**src/rtl/mfs_regs.vh**
```
`ifndef MFS_REGS_VH
`define MFS_REGS_VH
// ==========================================
// Register offsets (byte addresses).
`define MFS_CTRL_OFF 12'h000
`define MFS_ENABLE_OFF 12'h004
`define MFS_CLEAR_OFF 12'h008
`define MFS_LIVE_OFF 12'h00c
`define MFS_STICKY_OFF 12'h010
`define MFS_IMAX_OFF 12'h014
`define MFS_ULOW_OFF 12'h018
`define MFS_UHIGH_OFF 12'h01c
`define MFS_NOVER_OFF 12'h020
`define MFS_EBLOCK_OFF 12'h024
`define MFS_EPER_OFF 12'h028
// ==========================================
// Fault bit positions.
`define MFS_F_OC 0
`define MFS_F_UV 1
`define MFS_F_OV 2
`define MFS_F_OL 3
`define MFS_F_OS 4
`define MFS_F_BR 5
`define MFS_NFAULT 6
// ==========================================
// Reset values.
`define MFS_ENABLE_RST 6'h3e
`define MFS_THR_RST 16'hffff
`define MFS_ULOW_RST 16'h0000
`define MFS_EPER_RST 16'h0010
`endif

```
**src/rtl/mfs_fault_supervisor.v**
```verilog
`timescale 1ns/100ps
// How it works
// Live bit 0 is set while bus current is above the current limit.
// While overcurrent is live, all PWM enables are forced off.
// Live bit 1 is set while bus voltage is below the low voltage limit.
// Live bit 2 is set while bus voltage is above the high voltage limit.
// Live bit 3 is set while the overload input is true.
// Live bit 4 is set while speed exceeds the overspeed limit.
// Live bit 5 is set once back-EMF stays below its limit longer than the blocked duration.
// Each live bit follows its condition and drops as soon as the condition is gone.
// A live bit that is set also sets its sticky bit, which stays after the condition goes.
// Writing 1 to the clear request clears every sticky bit whose fault is not indicated; only this and reset clear them.
// Each sticky bit is also given as its own output.
// A fault enable of 0 suppresses that fault's indication and 1 restores it.
// Overcurrent has no enable and is always indicated.
// Any indicated fault asks the drive state machine to enter its fault state.
// Drive on sets all PWM enables and drive off clears them.
// Reset clears live, sticky and clear request, and sets all enables.
// The blocked duration counter steps once per control period while back-EMF is low, else resets.
`include "mfs_regs.vh"
module mfs_fault_supervisor #(
    parameter DW = 16,
    parameter NPWM = 6
) (
    input wire pclk,
    input wire presetn,
    input wire psel,
    input wire penable,
    input wire pwrite,
    input wire [11:0] paddr,
    input wire [31:0] pwdata,
    output reg [31:0] prdata,
    output wire pready,
    output wire pslverr,
    input wire ctrl_tick,
    input wire [DW-1:0] bus_current,
    input wire [DW-1:0] bus_voltage,
    input wire [DW-1:0] rotor_speed,
    input wire [DW-1:0] bemf_level,
    input wire overload_in,
    output reg [NPWM-1:0] pwm_enable,
    output reg fault_state_req,
    output reg [`MFS_NFAULT-1:0] live_fault_vector,
    output reg [`MFS_NFAULT-1:0] sticky_fault_vector,
    output reg sticky_oc,
    output reg sticky_uv,
    output reg sticky_ov,
    output reg sticky_ol,
    output reg sticky_os,
    output reg sticky_br
);
// ==========================================
// Register file.
reg drive_on_off_q;
reg [`MFS_NFAULT-1:0] fault_type_enable_q;
reg sticky_fault_clear_req_q;
reg [DW-1:0] imax_q;
reg [DW-1:0] bus_low_voltage_limit_q;
reg [DW-1:0] bus_high_voltage_limit_q;
reg [DW-1:0] nover_q;
reg [DW-1:0] eblock_q;
reg [15:0] eper_q;
reg [15:0] br_cnt_q;
reg pready_q;
wire wr_en;
wire rd_en;
wire addr_ok;
assign wr_en = psel & penable & pwrite & pready_q;
assign rd_en = psel & ~penable & ~pwrite;
assign pready = pready_q;
assign pslverr = 1'b0;
assign addr_ok = (paddr <= `MFS_EPER_OFF) && (paddr[1:0] == 2'b00);
// Answer one cycle into the access phase so that outputs stay registered.
always @(posedge pclk or negedge presetn) begin
    if (!presetn) begin
        pready_q <= 1'b0;
    end else begin
        pready_q <= psel & penable & ~pready_q;
    end
end
always @(posedge pclk or negedge presetn) begin
    if (!presetn) begin
        drive_on_off_q <= 1'b0;
        fault_type_enable_q <= `MFS_ENABLE_RST;
        sticky_fault_clear_req_q <= 1'b0;
        imax_q <= `MFS_THR_RST;
        bus_low_voltage_limit_q <= `MFS_ULOW_RST;
        bus_high_voltage_limit_q <= `MFS_THR_RST;
        nover_q <= `MFS_THR_RST;
        eblock_q <= `MFS_ULOW_RST;
        eper_q <= `MFS_EPER_RST;
    end else begin
        sticky_fault_clear_req_q <= 1'b0;
        if (wr_en) begin
            case (paddr)
                `MFS_CTRL_OFF: begin
                    drive_on_off_q <= pwdata[0];
                end
                `MFS_ENABLE_OFF: begin
                    fault_type_enable_q <= {pwdata[`MFS_NFAULT-1:1], 1'b0};
                end
                `MFS_CLEAR_OFF: begin
                    sticky_fault_clear_req_q <= pwdata[0];
                end
                `MFS_IMAX_OFF: begin
                    imax_q <= pwdata[DW-1:0];
                end
                `MFS_ULOW_OFF: begin
                    bus_low_voltage_limit_q <= pwdata[DW-1:0];
                end
                `MFS_UHIGH_OFF: begin
                    bus_high_voltage_limit_q <= pwdata[DW-1:0];
                end
                `MFS_NOVER_OFF: begin
                    nover_q <= pwdata[DW-1:0];
                end
                `MFS_EBLOCK_OFF: begin
                    eblock_q <= pwdata[DW-1:0];
                end
                `MFS_EPER_OFF: begin
                    eper_q <= pwdata[15:0];
                end
                default: begin
                end
            endcase
        end
    end
end
always @(posedge pclk or negedge presetn) begin
    if (!presetn) begin
        prdata <= 32'h0000_0000;
    end else if (rd_en) begin
        case (paddr)
            `MFS_CTRL_OFF: prdata <= {31'h0, drive_on_off_q};
            `MFS_ENABLE_OFF: prdata <= {26'h0, fault_type_enable_q};
            `MFS_CLEAR_OFF: prdata <= {31'h0, sticky_fault_clear_req_q};
            `MFS_LIVE_OFF: prdata <= {26'h0, live_fault_vector};
            `MFS_STICKY_OFF: prdata <= {26'h0, sticky_fault_vector};
            `MFS_IMAX_OFF: prdata <= {{(32-DW){1'b0}}, imax_q};
            `MFS_ULOW_OFF: prdata <= {{(32-DW){1'b0}}, bus_low_voltage_limit_q};
            `MFS_UHIGH_OFF: prdata <= {{(32-DW){1'b0}}, bus_high_voltage_limit_q};
            `MFS_NOVER_OFF: prdata <= {{(32-DW){1'b0}}, nover_q};
            `MFS_EBLOCK_OFF: prdata <= {{(32-DW){1'b0}}, eblock_q};
            `MFS_EPER_OFF: prdata <= {16'h0, eper_q};
            default: prdata <= 32'h0000_0000;
        endcase
    end
end
// ==========================================
// Input synchronisers; measurements arrive from the front end's own timing.
reg [DW-1:0] cur_s1, cur_s2, vol_s1, vol_s2, spd_s1, spd_s2, bemf_s1, bemf_s2;
reg ol_s1, ol_s2, tick_s1, tick_s2, tick_s3;
always @(posedge pclk or negedge presetn) begin
    if (!presetn) begin
        cur_s1 <= {DW{1'b0}};
        cur_s2 <= {DW{1'b0}};
        vol_s1 <= {DW{1'b0}};
        vol_s2 <= {DW{1'b0}};
        spd_s1 <= {DW{1'b0}};
        spd_s2 <= {DW{1'b0}};
        bemf_s1 <= {DW{1'b0}};
        bemf_s2 <= {DW{1'b0}};
        ol_s1 <= 1'b0;
        ol_s2 <= 1'b0;
        tick_s1 <= 1'b0;
        tick_s2 <= 1'b0;
        tick_s3 <= 1'b0;
    end else begin
        cur_s1 <= bus_current;
        cur_s2 <= cur_s1;
        vol_s1 <= bus_voltage;
        vol_s2 <= vol_s1;
        spd_s1 <= rotor_speed;
        spd_s2 <= spd_s1;
        bemf_s1 <= bemf_level;
        bemf_s2 <= bemf_s1;
        ol_s1 <= overload_in;
        ol_s2 <= ol_s1;
        tick_s1 <= ctrl_tick;
        tick_s2 <= tick_s1;
        tick_s3 <= tick_s2;
    end
end
// A multi-bit value may be caught mid-change for one cycle; the front end should hold it steady.
wire tick_rise;
assign tick_rise = tick_s2 & ~tick_s3;
// ==========================================
// Fault detection.
wire bemf_low;
assign bemf_low = bemf_s2 < eblock_q;
always @(posedge pclk or negedge presetn) begin
    if (!presetn) begin
        br_cnt_q <= 16'h0000;
    end else if (!bemf_low) begin
        br_cnt_q <= 16'h0000;
    end else if (tick_rise && br_cnt_q != 16'hffff) begin
        br_cnt_q <= br_cnt_q + 16'h0001;
    end
end
wire [`MFS_NFAULT-1:0] cond;
assign cond[`MFS_F_OC] = cur_s2 > imax_q;
assign cond[`MFS_F_UV] = vol_s2 < bus_low_voltage_limit_q;
assign cond[`MFS_F_OV] = vol_s2 > bus_high_voltage_limit_q;
assign cond[`MFS_F_OL] = ol_s2;
assign cond[`MFS_F_OS] = spd_s2 > nover_q;
assign cond[`MFS_F_BR] = bemf_low && (br_cnt_q > eper_q);
wire [`MFS_NFAULT-1:0] shown;
assign shown = cond & (fault_type_enable_q | 6'h01);
always @(posedge pclk or negedge presetn) begin
    if (!presetn) begin
        live_fault_vector <= 6'h00;
        sticky_fault_vector <= 6'h00;
        fault_state_req <= 1'b0;
        pwm_enable <= {NPWM{1'b0}};
        sticky_oc <= 1'b0;
        sticky_uv <= 1'b0;
        sticky_ov <= 1'b0;
        sticky_ol <= 1'b0;
        sticky_os <= 1'b0;
        sticky_br <= 1'b0;
    end else begin
        live_fault_vector <= shown;
        // Set wins over clear so a fault arriving with the clear is kept.
        sticky_fault_vector <= (sticky_fault_clear_req_q ? 6'h00 : sticky_fault_vector) | shown;
        {sticky_br, sticky_os, sticky_ol, sticky_ov, sticky_uv, sticky_oc} <=
            (sticky_fault_clear_req_q ? 6'h00 : sticky_fault_vector) | shown;
        fault_state_req <= |shown;
        pwm_enable <= (drive_on_off_q && !cond[`MFS_F_OC]) ? {NPWM{1'b1}} : {NPWM{1'b0}};
    end
end
endmodule

```
**config.mk**
```make
export PLATFORM = sky130hd
export DESIGN_NAME = mfs_fault_supervisor
export DESIGN_NICKNAME = d
export VERILOG_FILES = /design/src/rtl/mfs_fault_supervisor.v
export VERILOG_INCLUDE_DIRS = /design/src /design/src/rtl
export SDC_FILE = /design/constraint.sdc
export NUM_CORES = 1
export LEC_CHECK = 0
export ABC_AREA = 1
export BUFFER_PORTS_ARGS = -buffer_cell sky130_fd_sc_hd__buf_2
export CAP_MARGIN = 15
export CORE_MARGIN = 3
export CORE_UTILIZATION = 40
export CTS_BUF_LIST = sky130_fd_sc_hd__clkbuf_8
export DETAILED_ROUTE_END_ITERATION = 10
export GPL_TIMING_DRIVEN = 0
export PLACE_DENSITY_LB_ADDON = 0.05
export SLEW_MARGIN = 10
export SYNTH_ARGS = -nofsm -noshare
export SYNTH_HDL_FRONTEND = slang
export SYNTH_SLANG_ARGS = --single-unit
```
**constraint.sdc**
```tcl
create_clock -name pclk -period 2 [get_ports pclk]
set_input_delay 0.2 -clock pclk [delete_from_list [all_inputs] [get_ports pclk]]
set_output_delay 0.2 -clock pclk [all_outputs]
set_load 0.05 [all_outputs]
```
==> flow_metrics.env <==
export IMPL_overflow=0
export IMPL_min_period_ns=1.95
export IMPL_drc=0
export IMPL_die_x_um=186
export IMPL_nFillCells=3006
export IMPL_critPathSlowestCell="dfstp_2"
export IMPL_dr_pass1_iters=5
export IMPL_clk_insertion_delay_late_ns=0.56
export IMPL_core_mm2=0.0316
export IMPL_fp_dieArea_mm2=0.0344
export IMPL_antenna_left=0
export IMPL_critPathTopFamily="simple AND/OR/NAND/NOR gates"
export IMPL_maxCapViolations=0
export IMPL_critPathLaunchType="flop"
export IMPL_routedWlPerCell_um=16.1
export IMPL_cts_tree="built"
export IMPL_holdCritPathClass="in -> reg"
export IMPL_stdcell_count=2105
export IMPL_clockPowerShare_pct=44.3
export IMPL_pin_count=174
export IMPL_period_share_pct=97.4
export IMPL_design_area_mm2=0.0163
export IMPL_skew_ns=0.0268
export IMPL_cp_num_buf_inv=1
export IMPL_crit_path_cell_trace="inv_1 > ha_1 > nand4_1 > nor3_4 > nand3_1 > nand2_2 > nand2_2 > nor2_1 > nand3_1"
export IMPL_area_growth_pct=26.1
export IMPL_rows=65
export IMPL_start_util_pct=40.8
export IMPL_crit_required_ns=2.40
export IMPL_arrival_ns=2.35
export IMPL_via_count=9956
export IMPL_numCtsBuffers=50
export IMPL_synth_area_mm2=0.0129
export IMPL_combPwrFrac_pct=6.9
export IMPL_async_flop_share_pct=100
export IMPL_antenna_found_initial=0
export IMPL_grt_pass1_vias=9879
export IMPL_grt_max_degree=111
export IMPL_holdPathEnd="prdata[0]"
export IMPL_grt_pass1_wl_um=53300
export IMPL_r2r_start="imax_q[8]"
export IMPL_power_leakage_nw=7.69
export IMPL_intPower_w=0.00929
export IMPL_rsz0062_at_grt="true"
export IMPL_worst_pin_slew_ns=0.622
export IMPL_multi_input_area_mm2=0.00494
export IMPL_die_h_um=186
export IMPL_routabilityCongestion=0.886
export IMPL_synth_main_ff_cell="dfrtp_1"
export IMPL_hold_start="penable"
export IMPL_diodes=0
export IMPL_rr_worst_depth=9
export IMPL_clock_path_buffers=3
export IMPL_synth_edff_count=0
export IMPL_criticalPathCategory="reg -> reg"
export IMPL_drtIter0Drc=486
export IMPL_worstHoldPathCells=4
export IMPL_cp_slowest_stage_delay_ns=0.52
export IMPL_reg2reg_slack_ns=0.05
export IMPL_pwr_share_seq_pct=48.8
export IMPL_power_density_mw_per_mm2=748
export IMPL_status="finished clean"
export IMPL_viasPerCell=4.73
export IMPL_fmax_mhz=513
export IMPL_yosys_warnings=0
export IMPL_yosys_register_bits=283
export IMPL_finalHoldViolCount=0
export IMPL_io_buffers=140
export IMPL_syn_inst=1372
export IMPL_worstPathMaxFanout=2
export IMPL_grt_usage_pct=20.0
export IMPL_seq_area_mm2=0.00715
export IMPL_switching_share_pct=23.7
export IMPL_synth_area_per_cell_um2=9.40
export IMPL_htree_levels=2
export IMPL_end_kind="flop"
export IMPL_path_clk_slew_ns=0.06
export IMPL_numPlacedInstances=1932
export IMPL_ys_types=45
export IMPL_r2r_end="fault_state_req"
export IMPL_drv_slew=0
export IMPL_cts_sinks=283
export IMPL_max_slew_margin_rel_pct=58.5
export IMPL_ys_seq_area_share_pct=55.4
export IMPL_peakVddDrop_v=0.000502
export IMPL_postPlaceCellArea_mm2=0.0142
export IMPL_cts_root_buf="clkbuf_8"
export IMPL_hpwl_um=25100
export IMPL_switching_power_w=0.00289
export IMPL_wl_um=33900
export IMPL_setup_viol=0
export IMPL_final_nets=1875
export IMPL_drive_gt1_share_pct=23.8
-- cells by family after synthesis --
| logic type | Yosys count | synth area share (%) |
|---|---|---|
| AND/OR/NAND/NOR | 525 | 17.5 |
| flip-flops | 283 | 55.4 |
| buffers and inverters | 244 | 8.28 |
| AO/OA/AOI/OAI | 216 | 8.97 |
| adder cells (fa/ha/maj) | 95 | 9.21 |
| XOR/XNOR | 8 | 0.543 |
| other | 1 | 0.0291 |
-- per-layer routing --
layer / track usage (%) / part of all wire [%] / up-vias
li1: - / - / 4952
met1: 28.2 / 47 / 4677
met2: 32.2 / 46 / 271
met3: 3.28 / 5.5 / 56
met4: 5.27 / 2.1 / 0
met5: 0 / 0 / -
-- sequential cells by signal (all words and copies together) (netlist names), 16 cells and up --
name                      flops
eper_q                       16
eblock_q                     16
cur_s1                       16
br_cnt_q                     16
spd_s1                       16
bemf_s2                      16
vol_s1                       16
bemf_s1                      16
cur_s2                       16
vol_s2                       16
imax_q                       16
prdata                       16
bus_high_voltage_limit_q     16
nover_q                      16
bus_low_voltage_limit_q      16
spd_s2                       16
-- stage by stage --
step	hold slack, ns	power (W)	util [%]	setup TNS [ns]	worst slack, ns
3_3_place_gp	0.308	0.00671	44.8	-1189.04	-4.57
5_1_grt	0.0291	0.0128	51.4	-0.0458	-0.0415
4_1_cts	0.00226	0.0123	50.8	0	0.00270
2_1_floorplan	-0.0956	0.00637	-	0	0.275
3_5_place_dp	0.196	0.00673	45.0	-2.26	-0.221
6_report	0.0177	0.0122	51.4	0	0.0511
-- worst max-delay path by stage --
stage,to,cells after the start,from
after floorplan,br_cnt_q[12],8,eblock_q[11]
after global placement,bemf_s1[14],1,presetn
after detailed placement,br_cnt_q[12],10,eblock_q[15]
after CTS,fault_state_req,10,nover_q[5]
after global routing,fault_state_req,10,nover_q[6]
final,fault_state_req,9,imax_q[8]
-- layout by cell type (no fill, tap or decap), drive strengths merged, types with 14 or more instances in the layout --
cell         count
dfrtp          229
nor3            14
inv            204
buf            197
dlygate4sd3     70
clkbuf          79
nand4           16
nor2           102
o22ai           20
o21ai          139
nand3           52
dfstp           54
conb            17
a21oi           42
nand2          336
ha              95
-- tightest hold or removal path, stage by stage --
cell and delay (ns):
buf_2 0.12, nor3_4 0.08, nand2_1 0.07, nand2_1 0.05
-- cell usage after synthesis (3+ instances only) --
cell type    n  area [µm²]
buf_6        4        45.0
inv_1      182         683
xor2_1       5        43.8
xnor2_1      3        26.3
ha_1        95        1190
nand2_2      9        56.3
nor3_1      12        60.1
nand3_2      5        50.1
nor2_4       4        45.0
clkbuf_1    13        48.8
o21a_1       5        37.5
dfstp_2     54        1420
dfrtp_1    229        5730
nor2_1      92         345
nand3_1     45         225
nand4_1     16         100
buf_2       10        50.1
o21ai_1     35         175
buf_4       28         210
a21o_1       3        22.5
nor2_2       5        31.3
a21oi_1     41         205
o22ai_1     19         119
inv_2        4        15.0
nand2_1    326        1220
o21ai_0    104         521
-- what timing repair did --
item	CTS	global route
gates resized for setup	16	36
pin swaps	9	16
buffers inserted	5	8
hold buffers	70	0
gates cloned	0	0
endpoints found under the setup margin	19	21
hold endpoints to repair	136	0
-- final cells by class --
cell class / count / area share [%]
repair buffers: 225 / 9.63
flip-flops and latches: 283 / 44.0
plain buffers: 55 / 2.19
inverters: 189 / 4.39
multi-input cells: 861 / 30.4
well taps: 402 / 3.09
clock buffers: 66 / 5.58
clock inverters: 24 / 0.792
-- power by group through the flow --
stage | clock [W] | sequential, W | combinational, W
final | 0.00540 | 0.00594 | 0.000842
after global routing | 0.00588 | 0.00595 | 0.000958
after CTS | 0.00559 | 0.00594 | 0.000822
after detailed placement | 0 | 0.00603 | 0.000698
after global placement | 0 | 0.00603 | 0.000672
after floorplan | 0 | 0.00602 | 0.000342
Power figures use the tool's default switching activity.
